File: src/design/smcg_pkg.sv
// Package with the constants and carrier types of the sleep-mode clock gating block.
// Function
// - Halt opcode sleeps only with arm bit set
// - Mode 000 Idle stops core and nvm
// - Idle wakes on any enabled interrupt
// - Enabled converter starts conversion entering Idle/quiet
// - Comparator off bit removes comparator wake in Idle
// - Mode 001 quiet stops io, core, nvm
// - Quiet wakes on its listed sources only
// - Mode 010 Power-down stops all generated clocks
// - Power-down wakes on its listed sources only
// - Power-down wake waits fuse-selected stabilisation delay
// - Mode 011 Power-save keeps timer 2
// - Timer 2 wake needs mask and global enable
// - Power-save stops unused timer clock sources
// - Mode 110 Standby keeps oscillator, six cycles
// - Mode 111 Extended Standby, six cycle wake
// - Async clock and main source per mode
// - High group wakes only level-sensitive outside Idle
// - Three-bit field, codes 100 and 101 reserved
package smcg_pkg;

    localparam logic [2:0] MODE_IDLE = 3'h0;
    localparam logic [2:0] MODE_QUIET = 3'h1;
    localparam logic [2:0] MODE_PDOWN = 3'h2;
    localparam logic [2:0] MODE_PSAVE = 3'h3;
    localparam logic [2:0] MODE_RES4 = 3'h4;
    localparam logic [2:0] MODE_RES5 = 3'h5;
    localparam logic [2:0] MODE_STBY = 3'h6;
    localparam logic [2:0] MODE_XSTBY = 3'h7;

    // Standby wake time in clock cycles.
    localparam int STBY_WAKE_CYCLES = 6;
    // Counter width for all wake delays.
    localparam int WAKE_CNT_W = 16;
    // Default Power-down stabilisation time, one count per fuse step, in ns.
    localparam int PD_STEP_NS = 1000;
    localparam int CLK_PERIOD_NS = 5;
    localparam int PD_STEP_CYCLES = (PD_STEP_NS + CLK_PERIOD_NS - 1) / CLK_PERIOD_NS;

    // Wake event bits gathered from the peripherals.
    typedef struct packed {
        logic ext_reset;
        logic dog_reset;
        logic dog_irq;
        logic brownout;
        logic addr_match;
        logic serial2_irq;
        logic t2_ovf;
        logic t2_cmp;
        logic nvm_ready;
        logic conv_done;
        logic comparator;
        logic pin_change;
        logic other_io;
        logic [3:0] ext_irq_low_group;
        logic [3:0] ext_irq_high_group;
    } smcg_wake_type;

    // Clock domain and oscillator enables.
    typedef struct packed {
        logic core_clock_domain;
        logic nvm_clock_domain;
        logic io_clock_domain;
        logic converter_clock_domain;
        logic async_timer_clock_domain;
        logic main_osc;
        logic timer_osc;
        logic t2_sync_clk;
    } smcg_clk_type;

    localparam smcg_clk_type CLK_ALL_ON = 8'hff;

endpackage

File: src/design/smcg_wake_filter.sv
// Per-mode wake source qualification.
`timescale 1ns/100ps
module smcg_wake_filter (
    input wire logic [2:0] mode_i,
    input wire smcg_pkg::smcg_wake_type wake_i,
    input wire logic [3:0] high_group_level_i,
    input wire logic [1:0] t2_irq_mask_i,
    input wire logic global_irq_en_i,
    input wire logic comparator_off_bit_i,
    output logic wake_o
);

    logic resets;
    logic t2_any;
    logic high_lvl;
    logic low_any;
    logic w_idle;
    logic w_quiet;
    logic w_pdown;
    logic w_psave;

    // Resets and the dog timer interrupt wake every mode.
    assign resets = wake_i.ext_reset | wake_i.dog_reset | wake_i.brownout | wake_i.dog_irq;
    assign t2_any = ((wake_i.t2_ovf & t2_irq_mask_i[0]) | (wake_i.t2_cmp & t2_irq_mask_i[1]))
        & global_irq_en_i;
    // Outside Idle the high group counts only when level-sensitive.
    assign high_lvl = |(wake_i.ext_irq_high_group & high_group_level_i);
    assign low_any = |wake_i.ext_irq_low_group;

    // Idle takes everything, the comparator only while powered.
    assign w_idle = resets | wake_i.addr_match | wake_i.serial2_irq | wake_i.t2_ovf
        | wake_i.t2_cmp | wake_i.nvm_ready | wake_i.conv_done | wake_i.pin_change
        | wake_i.other_io | low_any | (|wake_i.ext_irq_high_group)
        | (wake_i.comparator & ~comparator_off_bit_i);
    assign w_quiet = resets | wake_i.conv_done | wake_i.serial2_irq | wake_i.addr_match
        | (wake_i.t2_ovf | wake_i.t2_cmp) | wake_i.nvm_ready | high_lvl | low_any
        | wake_i.pin_change;
    assign w_pdown = resets | wake_i.addr_match | high_lvl | low_any
        | wake_i.pin_change;
    // Save modes add the masked timer 2 events; a stopped timer raises none, so its clock
    // source does not need to be looked at here.
    assign w_psave = w_pdown | t2_any;

    always_comb
    begin
        case (mode_i)
            smcg_pkg::MODE_IDLE: wake_o = w_idle;
            smcg_pkg::MODE_QUIET: wake_o = w_quiet;
            smcg_pkg::MODE_PDOWN: wake_o = w_pdown;
            smcg_pkg::MODE_PSAVE: wake_o = w_psave;
            smcg_pkg::MODE_STBY: wake_o = w_pdown;
            smcg_pkg::MODE_XSTBY: wake_o = w_psave;
            default: wake_o = 1'b1;
        endcase
    end

endmodule

File: src/design/smcg_top.sv
// Sleep-mode controller: enters sleep on the halt opcode, gates clocks, times wake-up.
`timescale 1ns/100ps
module smcg_top #(
    parameter int PD_STEP_CYCLES = smcg_pkg::PD_STEP_CYCLES
) (
    input wire logic sys_clk_i,
    input wire logic reset_i,
    input wire logic clk_en_i,
    input wire logic halt_op_i,
    input wire logic sleep_arm_bit_i,
    input wire logic [2:0] mode_select_field_i,
    input wire logic crystal_clock_i,
    input wire logic [3:0] osc_choice_fuses_i,
    input wire logic converter_en_i,
    input wire logic comparator_off_bit_i,
    input wire logic [1:0] t2_irq_mask_i,
    input wire logic global_irq_en_i,
    input wire logic t2_enabled_i,
    input wire logic t2_async_i,
    input wire logic [3:0] high_group_level_i,
    input wire smcg_pkg::smcg_wake_type wake_i,
    output smcg_pkg::smcg_clk_type clk_en_o,
    output logic core_stall_o,
    output logic conv_start_o,
    output logic comparator_pwr_o,
    output logic asleep_o,
    output logic [2:0] active_mode_o
);

    typedef enum {ST_RUN, ST_SLEEP, ST_WAKE} smcg_state_type;

    smcg_state_type state_reg;
    smcg_state_type state_next;
    logic [2:0] mode_reg;
    logic [smcg_pkg::WAKE_CNT_W-1:0] cnt_reg;
    logic [smcg_pkg::WAKE_CNT_W-1:0] cnt_next;
    smcg_pkg::smcg_clk_type clk_reg;
    smcg_pkg::smcg_clk_type gate_sleep;
    logic stall_reg;
    logic conv_reg;
    logic cmp_reg;
    logic wake;
    logic mode_ok;
    logic enter;
    logic [2:0] gate_mode;
    logic [smcg_pkg::WAKE_CNT_W-1:0] wake_delay;

    // A mode is legal when not reserved; standby pair needs a crystal source.
    function automatic logic smcg_mode_legal(input logic [2:0] m, input logic xtal);
        logic ok;
        ok = 1'b1;
        if (m == smcg_pkg::MODE_RES4 || m == smcg_pkg::MODE_RES5)
        begin
            ok = 1'b0;
        end
        else if (m == smcg_pkg::MODE_STBY || m == smcg_pkg::MODE_XSTBY)
        begin
            ok = xtal;
        end
        return ok;
    endfunction

    // Clock gating per mode.
    function automatic smcg_pkg::smcg_clk_type smcg_gate(input logic [2:0] m,
            input logic t2_on, input logic t2_as);
        smcg_pkg::smcg_clk_type g;
        g = '0;
        case (m)
            smcg_pkg::MODE_IDLE:
            begin
                g = smcg_pkg::CLK_ALL_ON;
                g.core_clock_domain = 1'b0;
                g.nvm_clock_domain = 1'b0;
                g.timer_osc = t2_as;
                g.t2_sync_clk = 1'b1;
            end
            smcg_pkg::MODE_QUIET:
            begin
                g.converter_clock_domain = 1'b1;
                g.async_timer_clock_domain = 1'b1;
                g.main_osc = 1'b1;
                g.timer_osc = t2_as;
                g.t2_sync_clk = 1'b0;
            end
            smcg_pkg::MODE_PDOWN:
            begin
                g = '0;
            end
            smcg_pkg::MODE_PSAVE:
            begin
                g.async_timer_clock_domain = 1'b1;
                g.timer_osc = t2_on & t2_as;
                g.t2_sync_clk = t2_on & ~t2_as;
            end
            smcg_pkg::MODE_STBY:
            begin
                g.main_osc = 1'b1;
            end
            smcg_pkg::MODE_XSTBY:
            begin
                g.main_osc = 1'b1;
                g.async_timer_clock_domain = t2_as;
                g.timer_osc = t2_on & t2_as;
                g.t2_sync_clk = t2_on & ~t2_as;
            end
            default:
            begin
                g = smcg_pkg::CLK_ALL_ON;
            end
        endcase
        return g;
    endfunction

    smcg_wake_filter u_filter (
        .mode_i(mode_reg),
        .wake_i(wake_i),
        .high_group_level_i(high_group_level_i),
        .t2_irq_mask_i(t2_irq_mask_i),
        .global_irq_en_i(global_irq_en_i),
        .comparator_off_bit_i(comparator_off_bit_i),
        .wake_o(wake)
    );

    // Entry decode: armed halt with a legal mode; otherwise the core keeps running.
    assign mode_ok = smcg_mode_legal(mode_select_field_i, crystal_clock_i);
    assign enter = halt_op_i & sleep_arm_bit_i & mode_ok;
    // The latched mode is still the old one at the entry edge, so gate on the field then.
    assign gate_mode = (state_reg == ST_RUN) ? mode_select_field_i : mode_reg;
    assign gate_sleep = smcg_gate(gate_mode, t2_enabled_i, t2_async_i);

    // Modes that stop the main source pay the fuse-selected restart time; the
    // fuse value scales one stabilisation step, so zero still gives one step.
    assign wake_delay = (mode_reg == smcg_pkg::MODE_STBY || mode_reg == smcg_pkg::MODE_XSTBY)
        ? smcg_pkg::WAKE_CNT_W'(smcg_pkg::STBY_WAKE_CYCLES)
        : (mode_reg == smcg_pkg::MODE_IDLE || mode_reg == smcg_pkg::MODE_QUIET)
        ? smcg_pkg::WAKE_CNT_W'(1)
        : smcg_pkg::WAKE_CNT_W'(PD_STEP_CYCLES * (osc_choice_fuses_i + 1));

    // Sequencer next state.
    always_comb
    begin
        state_next = state_reg;
        cnt_next = cnt_reg;
        case (state_reg)
            ST_RUN:
            begin
                if (enter)
                begin
                    state_next = ST_SLEEP;
                end
            end
            ST_SLEEP:
            begin
                if (wake)
                begin
                    state_next = ST_WAKE;
                    cnt_next = wake_delay - smcg_pkg::WAKE_CNT_W'(1);
                end
            end
            ST_WAKE:
            begin
                if (cnt_reg == '0)
                begin
                    state_next = ST_RUN;
                end
                else
                begin
                    cnt_next = cnt_reg - smcg_pkg::WAKE_CNT_W'(1);
                end
            end
            default:
            begin
                state_next = ST_RUN;
            end
        endcase
    end

    // State and mode capture; the mode is latched at entry so later writes do no harm.
    always_ff @(posedge sys_clk_i)
    begin
        if (reset_i)
        begin
            state_reg <= ST_RUN;
            mode_reg <= smcg_pkg::MODE_IDLE;
            cnt_reg <= '0;
        end
        else if (clk_en_i)
        begin
            state_reg <= state_next;
            cnt_reg <= cnt_next;
            if (state_reg == ST_RUN && enter)
            begin
                mode_reg <= mode_select_field_i;
            end
        end
    end

    // Registered outputs; clocks stay gated through the wake delay until stable.
    always_ff @(posedge sys_clk_i)
    begin
        if (reset_i)
        begin
            clk_reg <= smcg_pkg::CLK_ALL_ON;
            stall_reg <= 1'b0;
            conv_reg <= 1'b0;
            cmp_reg <= 1'b1;
        end
        else if (clk_en_i)
        begin
            clk_reg <= (state_next == ST_RUN) ? smcg_pkg::CLK_ALL_ON : gate_sleep;
            stall_reg <= (state_next != ST_RUN);
            conv_reg <= (state_reg == ST_RUN) & enter & converter_en_i
                & (mode_select_field_i == smcg_pkg::MODE_IDLE
                | mode_select_field_i == smcg_pkg::MODE_QUIET);
            cmp_reg <= ~comparator_off_bit_i;
        end
    end

    assign clk_en_o = clk_reg;
    assign core_stall_o = stall_reg;
    assign conv_start_o = conv_reg;
    assign comparator_pwr_o = cmp_reg;
    assign asleep_o = stall_reg;
    assign active_mode_o = mode_reg;

endmodule

File: config.mk
export PLATFORM = sky130hd
export DESIGN_NAME = smcg_top
export DESIGN_NICKNAME = d
export VERILOG_FILES = /design/src/design/smcg_pkg.sv /design/src/design/smcg_wake_filter.sv /design/src/design/smcg_top.sv
export SDC_FILE = /design/constraint.sdc
export NUM_CORES = 1
export LEC_CHECK = 0
export ABC_AREA = 1
export BUFFER_PORTS_ARGS = -buffer_cell sky130_fd_sc_hd__buf_4
export CAP_MARGIN = 40
export CORE_ASPECT_RATIO = 1.25
export CORE_UTILIZATION = 35
export CTS_CLUSTER_DIAMETER = 30
export DETAILED_ROUTE_END_ITERATION = 16
export PLACE_DENSITY_LB_ADDON = 0.1
export RECOVER_POWER = 25
export REMOVE_ABC_BUFFERS = 1
export SLEW_MARGIN = 10
export SYNTH_ARGS = -nofsm -noshare
export SYNTH_HDL_FRONTEND = slang
export SYNTH_HIERARCHICAL = 1
export SYNTH_SLANG_ARGS = --single-unit
File: constraint.sdc
create_clock -name sys_clk_i -period 2.6 [get_ports sys_clk_i]
set_clock_uncertainty 0.05 [all_clocks]
set_input_delay 0.52 -clock sys_clk_i [delete_from_list [all_inputs] [get_ports sys_clk_i]]
set_output_delay 0.52 -clock sys_clk_i [all_outputs]
set_load 0.05 [all_outputs]
# Yosys cells after proc, flatten, opt, wreduce, memory -nomap -nowiden
# Index checks and enable logic that the tools add are counted.
[op_classes]
multipliers = 1
n_bitwise = 43
n_div = 0
eq_ne = 19
n_lt_le_gt_ge = 0
n_reduce_logical = 26
addsub = 3
n_mux = 19
shift = 0
[ops]
columns = ["op", "n"]
rows = [
  ["$logic_not A32 Y1", 3],
  ["$mux W32", 3],
  ["$pmux W32 S3", 1],
  ["$eq A32 B1 Y1 const B", 1],
  ["$eq A32 B2 Y1 const B", 1],
  ["$mux W16", 2],
  ["$pmux W16 S2", 1],
  ["$reduce_bool A32 Y1", 1],
  ["$or A1 B1 Y1", 29],
  ["$mux W13", 2],
  ["$eq A3 B3 Y1 const B", 8],
  ["$logic_not A16 Y1", 1],
  ["$reduce_or A4 Y1", 4],
  ["$sub A16 B1 Y16 const B", 1],
  ["$sub A13 B1 Y14 const B", 1],
  ["$eq A3 B2 Y1 const B", 4],
  ["$and A1 B1 Y1", 11],
  ["$mul A5 B5 Y10 const A", 1],
  ["$reduce_or A2 Y1", 5],
  ["$eq A3 B1 Y1 const B", 3],
  ["$logic_not A3 Y1", 3],
  ["$mux W8", 1],
  ["$pmux W2 S4", 1],
  ["$pmux W3 S2", 1],
  ["15 further kinds", 22],
]
[word_totals]
out_inout_bits = 15
mem_count = 0
ramBits = 0
register_bits = 62
in_bits = 45
wordCells = 125
latchBits = 0
rom_bits = 0

# Logic depth before layout (Yosys ltp)
# Gate-level depths: netlist of run 1.
[logic_depth]
word_depth = 19
depth_mapped = 21
ltp_nobuf = 21

# By module
# Netlist of run 1, hierarchy kept.
[by_module_without_submodules]
columns = ["mod", "area_per_inst_um2", "n_inst", "cells_each", "seq_area_each_um2"]
rows = [
  ["smcg_top", 3721.1, 1, 567, 1221.2],
  ["smcg_wake_filter", 148.9, 1, 37, 0.0],
]

# Worst setup path after synthesis of run 1
# OpenSTA, ideal clock, no wires.
[synth_path]
path_kind = "input-to-reg"
from = "input osc_choice_fuses_i[0]"
to = "register cnt_reg[11] (netlist bit)"
path_slack_ns = -0.205
n_path_buf = 1
setup_ns = 0.070
path_stages = 18
t_required_ns = 2.480
arrival_ns = 2.685
cell_sequence = "buf_4 inv_2 ha_1 inv_1 ha_1 ha_1 ha_1 nand2_1 nand3b_1 nand2_1 nand2_1 nand3_1 nand2_1 nor2_1 nand3_1 nand2_1 nand3_1 a21oi_1"
[synth_via]
elab_chain_cells = 7
[synth_lines]
columns = ["element", "line_no", "rtl"]
rows = [
  ["start: declaration", "smcg_top.sv:13", "input wire logic [3:0] osc_choice_fuses_i,"],
  ["$add A4 B1 Y5", "smcg_top.sv:137", ": smcg_pkg::WAKE_CNT_W'(PD_STEP_CYCLES * (osc_choice_fuses_i + 1));"],
  ["$mul A5 B5 Y10", "smcg_top.sv:137", ""],
  ["$mux W13", "smcg_top.sv:136", "? smcg_pkg::WAKE_CNT_W'(1)"],
  ["$mux W13", "smcg_top.sv:134", "? smcg_pkg::WAKE_CNT_W'(smcg_pkg::STBY_WAKE_CYCLES)"],
  ["$sub A13 B1 Y14", "smcg_top.sv:157", "cnt_next = wake_delay - smcg_pkg::WAKE_CNT_W'(1);"],
  ["$mux W16", "smcg_top.sv:154", "if (wake)"],
  ["$pmux W16 S2", "smcg_top.sv:144", "case (state_reg)"],
  ["end signal: assignment", "smcg_top.sv:190", "cnt_reg <= cnt_next;"],
  ["end: declaration", "smcg_top.sv:35", "logic [smcg_pkg::WAKE_CNT_W-1:0] cnt_reg;"],
]
# Every way passes these cells. The select of a mux whose other input is x is not followed.
# A chain may end at the register's enable or synchronous reset.

# Worst setup path after layout of run 1
[layout_path]
from = "input osc_choice_fuses_i[0]"
to = "register cnt_reg[10] (netlist bit)"
# Same word-level chain as after synthesis.

==> results of run 1 <==
-- cell usage after synthesis, types with 5 or more instances --
master and n:
inv_2 7, o21ai_1 9, nand2_1 131, a21oi_1 29, nand4_1 14, dfxtp_1 61, nor3_1 30, inv_1 100
ha_1 19, xor2_1 5, nor2_1 64, o21ai_0 29, nand3_1 53, clkbuf_1 7, nor2_2 5, nand2_2 6
nor2_4 5
-- final timing paths --
| kind | from | endpoint |
|---|---|---|
| setup / recovery | osc_choice_fuses_i[0] | cnt_reg[10] |
| hold / removal | comparator_off_bit_i | comparator_pwr_o |
| setup reg to reg | active_mode_o[2] | cnt_reg[10] |
| hold reg to reg | state_reg[26] | state_reg[26] |
-- layer usage --
metal | routed length (microns) | vias up
met4 | 85 | 0
met2 | 5010 | 45
met1 | 4140 | 1781
met5 | 0 | -
met3 | 221 | 4
li1 | - | 2076
-- layout make-up --
cell class	instances	area, sq um
fillers	1109	5570
multi-input cells	417	2350
clock buffers	9	225
flip-flops and latches	61	1220
clock inverters	7	62.6
repair buffers	84	649
well taps	132	165
inverters	108	415
-- worst max-delay path, stage by stage --
cell and delay (ns):
buf_8 0.08, buf_6 0.10, inv_4 0.04, ha_4 0.27
inv_6 0.04, ha_4 0.27, xnor2_2 0.11, ha_2 0.24
ha_4 0.14, inv_2 0.03, nand2_2 0.06, inv_2 0.05
nand2_1 0.08, nand2_1 0.07, nor2_2 0.13, nor2_1 0.05
nand2_1 0.07, nor2_2 0.04, nor2_1 0.08, o21ai_1 0.08
a21oi_1 0.12, nor2_1 0.05
-- what timing repair did --
action                                  CTS  global route
setup buffers                             3             3
hold buffers                              0             0
gates resized for setup                  32            27
endpoints found under the setup margin    7             7
pin swaps                                14            25
-- kinds of logic (layout without fill, tap and decap cells) --
kind of cell             count (synthesis)  after routing
AND/OR/NAND/NOR                        320            320
adder cells (fa/ha/maj)                 19             19
flip-flops                              61             61
buffers and inverters                  126            208
XOR/XNOR                                 7              7
AO/OA/AOI/OAI                           71             71
-- stage by stage --
step           std cells  hold slack (ns)
2_1_floorplan        586            0.364
3_3_place_gp         796            0.374
3_5_place_dp         796            0.376
4_1_cts              815            0.327
5_1_grt              818            0.342
6_report             818            0.333
-- power by group through the flow --
| stage | registers, W | logic [W] | clock network (W) |
|---|---|---|---|
| 2_1_floorplan | 0.00103 | 0.000319 | 0 |
| 3_3_place_gp | 0.000991 | 0.000563 | 0 |
| 3_5_place_dp | 0.000992 | 0.000567 | 0 |
| 4_1_cts | 0.000971 | 0.000635 | 0.00117 |
| 5_1_grt | 0.000974 | 0.000742 | 0.00121 |
| 6_report | 0.000971 | 0.000663 | 0.00114 |
==> run metrics, run 1 <==
status finished with violations; failing checks max-capacitance violations, max-slew violations; Reg clk slew, reported paths 0.06 ns; Yosys warning count 6; Placer Congestion about 0.80; vias in the first global route roughly 3700; setup TNS 0 ns; TritonCTS buffer count 9; Die H about 120 microns; Remaining DRCs 0; via count 3906; share of cells above drive strength 1 25.2%; combinational group share of total power 23.9%; Net Sw Power 0.000877 W; I/O pin count 60; worst relative slew slack -10.5%; CP Launch Type input port; internal cell power between 0.0015 and 0.002 W; Tot Pwr 0.00277 W; PwrDens 544 mW/mm^2; GR Util met3 3.49%; first-pass GRT wire length 16100 microns; Peak VDD IR 299 uV; # diodes 0; post-synthesis compound-gate area fraction 9.44%; core area 0.0107 sq mm; fin util around 48%; post-synthesis simple-gate area fraction 38.1%; CTS H-tree depth 3; post-layout min period 2.56 ns; Max Buffers Root-to-Sink 2; gr usage total 17.7%; starting density of the core a little over a third; Reg2Reg Depth 12; clock root buffer clkbuf_16; worst hold path depth 2; Critical Path RT approximately 2.8 ns; commonest non-fill, non-tap cell in the layout nand2_1; Synth Area per Inst 6.41 sq um; Setup violations, final 0; DRT iter0 DRCs 139; Worst Tran Pin Value approximately 1.7 ns; CP Class in -> reg; Place WS -0.536 ns; Area Overhead vs Synth 31.6%; Clock Power Share 41.0%; commonest non-fill, non-tap cells in the layout nand2_1 (121), inv_1 (92), buf_4 (76); Final HPWL DP between 6000 and 7000 microns; Fin. Hold Viols 0; port buffer count between 50 and 60; xor/xnor cell area share of the yosys netlist 1.58%; Routed WL 9460 microns; met1 Track Usage GR approximately a fifth; prevailing post-synth register cell dfxtp_1; CP arrival 2.73 ns; Top Usage Layer GRT met2; die width 96.1 microns; Worst R2R Setup Slack between 0.2 and 0.3 ns; Post-Syn Area about 0.0039 sq mm; synth unique cells 34; kind of end point of the critical path flop; largest family of logic cells by synthesized area simple AND/OR/NAND/NOR gates; mux contribution to synthesized area 0%; Yosys top cell area share about a third; largest net degree at the start of global routing 46; Leakage 2.39 nW; flops & latches, synth 61; Flop pwr share a little over a third; Initial DRT Pass Iterations 5; Max Clk Rate between 300 and 400 MHz; area post-placement 0.00452 sq mm; Max Cap Violations 1; adder-cell share of the synthesized area under 10%; Largest register FFs 32; met2 usage 31.6%; PnR worst setup slack 0.0423 ns; number of cell rows 42; CTS tree yes; vias per inst about 4.8; total gr overflow 0; Design Area, Final ~0.0051 sq mm; die area 0.0115 sq mm; antenna violations before repair 0; EDFF count, synth 0; Area contributors post-synth dfxtp_1 (32%), nand2_1 (13%), inv_1 (9.7%), nand3_1 (6.9%), nor2_1 (6.2%); Final Max Slew Viols 39; Worst-Skew Late Latency 0.33 ns; ANT nets after route 0; layout net count roughly 750; Post-synth ARST share 0%; Critical Path Fanout Max 4; Hold/Removal Path Class in -> reg; Net Sw Frac 31.7%; CTS Sinks 61; WL/cell 11.6 microns; unrepaired setup endpoints after global routing true; sequential area share after synthesis 31.6%; largest area contributor in the netlist dfxtp_1; part of the cycle the worst path needs 98.4%; synthesized netlist cell count 604
Note: power is estimated with default switching activity, not from simulation.
==> run 2, diff against run 1 <==
Settings changed: REMOVE_ABC_BUFFERS 1 to unset.
==> run metrics, run 2 (synthesis gave the netlist of run 1 again) <==
Largest register FFs 32 (unchanged); critical hold path startpoint comparator_off_bit_i (unchanged); Placer Congestion 0.826 (was 0.799); Net Sw Power 0.000869 W (was 0.000877 W); Final Max Slew Viols 39 (unchanged); commonest non-fill, non-tap cells in the layout nand2_1 (124), inv_1 (96), buf_4 (78) (was nand2_1 (121), inv_1 (92), buf_4 (76)); clock root buffer clkbuf_16 (unchanged); vias in the first global route 3590 (was 3673); Net Sw Frac 31.5% (was 31.7%); part of the cycle the worst path needs 99.4% (was 98.4%); Worst R2R Start active_mode_o[1] (was active_mode_o[2]); CTS tree yes (unchanged); post-layout min period 2.58 ns (was 2.56 ns); vias per inst 4.73 (was 4.78); final std cells w/o fill 817 (was 818); # diodes 0 (unchanged); PwrDens 545 mW/mm^2 (was 544 mW/mm^2); layout net count 744 (was 745); Worst Tran Pin Value 1.63 ns (was 1.66 ns); CTS H-tree depth 3 (unchanged); CTS Sinks 61 (unchanged); Clock Power Share 41.6% (was 41.0%); PnR worst setup slack 0.0161 ns (was 0.0423 ns); Design Area, Final 0.00505 sq mm (was 0.00509 sq mm); fill count 1123 (was 1109); slowest cell on the critical path ha_4 (unchanged); Flop pwr share 35.3% (was 35.1%); Die H 120 microns (unchanged); worst-path cell chain buf_8 -> ha_4 -> inv_2 -> nand2_2 -> nand2_2 -> inv_4 -> ha_4 -> ha_4 -> ha_4 -> nand2_1 -> nand3b_1 -> nand2_1 -> nand2_1 -> nand3_2 -> buf_6 -> nand2_2 -> nor2_2 -> nand3_1 -> nand3_1 -> nand2_1 -> a21oi_1 (was buf_8 -> buf_6 -> inv_4 -> ha_4 -> inv_6 -> ha_4 -> xnor2_2 -> ha_2 -> ha_4 -> inv_2 -> nand2_2 -> inv_2 -> nand2_1 -> nand2_1 -> nor2_2 -> nor2_1 -> nand2_1 -> nor2_2 -> nor2_1 -> o21ai_1 -> a21oi_1 -> nor2_1); Critical Path RT 2.81 ns (was 2.77 ns); largest net degree at the start of global routing 46 (unchanged); TritonCTS buffer count 9 (unchanged); I/O pin count 60 (unchanged); Initial DRT Pass Iterations 4 (was 5); Place WS -0.349 ns (was -0.536 ns); Max Cap Violations 1 (unchanged); CP max stage delay 0.27 ns (about the same); Routed WL 9100 microns (was 9460 microns); total gr overflow 0 (unchanged); CP arrival 2.79 ns (was 2.73 ns); status finished with violations (unchanged); DRT iter0 DRCs 137 (was 139); ANT nets after route 0 (unchanged); Hold Path Sink comparator_pwr_o (unchanged); Setup violations, final 0 (unchanged); core area 0.0107 sq mm (unchanged); port buffer count 59 (unchanged); Hold Slack 0.355 ns (was 0.333 ns); Hold/Removal Path Class in -> reg (unchanged); Post-Place Cells 799 (was 796); die area 0.0115 sq mm (unchanged); area post-placement 0.00469 sq mm (was 0.00452 sq mm); Final HPWL DP 6930 microns (about the same); Peak VDD IR 478 uV (was 299 uV); internal cell power 0.00188 W (was 0.00189 W); gr usage total 17.1% (was 17.7%); unrepaired setup endpoints after global routing true (unchanged); worst hold path depth 2 (unchanged); CP Class in -> reg (unchanged); Max Buffers Root-to-Sink 2 (unchanged); Fin. Hold Viols 0 (unchanged); Reg clk slew, reported paths 0.06 ns (about the same); Reg2Reg Depth 12 (unchanged); WL/cell 11.1 microns (was 11.6 microns); worst relative slew slack -8.79% (was -10.5%); number of cell rows 42 (unchanged); Worst R2R Setup Slack 0.24 ns (was 0.25 ns); R2R Path End cnt_reg[8] (was cnt_reg[10]); Leakage 2.40 nW (was 2.39 nW); Worst-Skew Late Latency 0.33 ns (about the same); antenna violations before repair 0 (unchanged); starting density of the core 36.3% (unchanged); Max Clk Rate 387 MHz (was 391 MHz); combinational group share of total power 23.2% (was 23.9%); post-synthesis net count 668; die width 96.1 microns (unchanged); via count 3864 (was 3906); kind of end point of the critical path flop (unchanged); share of cells above drive strength 1 23.6% (was 25.2%); failing checks max-capacitance violations, max-slew violations (unchanged); Critical Path Fanout Max 4 (unchanged); commonest non-fill, non-tap cell in the layout nand2_1 (unchanged); Remaining DRCs 0 (unchanged); first-pass GRT wire length 15600 microns (was 16100 microns); Area Overhead vs Synth 30.6% (was 31.6%); CP Launch Type input port (unchanged)
==> run 2: cell count changes in the layout (fill, tap and decap cells not counted), sizes merged <==
cell,change
buf,-1
==> run 2: worst max-delay path by stage <==
stage / start / end / slack (ns) / depth (start not counted)
CTS: osc_choice_fuses_i[0] / cnt_reg[13] / 0.004 / 20
detailed placement: osc_choice_fuses_i[0] / cnt_reg[13] / -0.35 / 20
floorplan: osc_choice_fuses_i[0] / cnt_reg[12] / -0.05 / 21
global placement: osc_choice_fuses_i[0] / cnt_reg[11] / -0.30 / 20
global route: osc_choice_fuses_i[1] / cnt_reg[12] / -0.19 / 21
finish: osc_choice_fuses_i[1] / cnt_reg[12] / 0.02 / 21
==> run 2: layout make-up <==
| cell class | instances | area, sq um | area share, % |
|---|---|---|---|
| inverter | 108 | 413 | 8.17 |
| clock buffer | 9 | 225 | 4.46 |
| timing repair buffer | 83 | 639 | 12.6 |
| multi-input combinational | 417 | 2330 | 46.0 |
| sequential | 61 | 1220 | 24.2 |
| tap | 132 | 165 | 3.27 |
| clock inverter | 7 | 65.1 | 1.29 |
==> run 2: routing by layer <==
layer,vias to the layer above,share of wire (%),GRT usage (%)
li1,2069,-,-
met1,1742,47,21.0
met2,44,50,29.7
met3,9,2.5,3.36
met4,0,1.3,4.94
met5,-,0,0
==> run 2: timing repair <==
item / 4_1_cts / 5_1_grt
resized for setup: 0 / 22
setup buffers: 0 / 2
hold endpoints to repair: 0 / 0
hold buffers: 0 / 0
pin swaps: 1 / 23
setup endpoints to repair: 1 / 7
==> run 2: stage by stage <==
step                      TNS [ns]  power (W)  utilization, %
after floorplan            -0.0713    0.00143               -
after global placement       -1.95    0.00161            43.9
after detailed placement     -2.34    0.00161            43.9
after CTS                        0    0.00277            46.6
after global routing        -0.982    0.00291            47.4
final                            0    0.00275            47.4
==> run 2: worst max-delay path, delay by kind of cell <==
kind | cells | cell delay, ns
simple gates | 12 | 0.95
fa+ha+maj | 4 | 0.88
buf+inv | 4 | 0.31
compound gates | 1 | 0.13
==> run 2: power groups by stage <==
stage	registers, W	logic [W]	clock network (W)
2_1_floorplan	0.00103	0.000401	0
3_3_place_gp	0.000991	0.000620	0
3_5_place_dp	0.000991	0.000623	0
4_1_cts	0.000971	0.000626	0.00118
5_1_grt	0.000974	0.000720	0.00121
6_report	0.000971	0.000638	0.00114
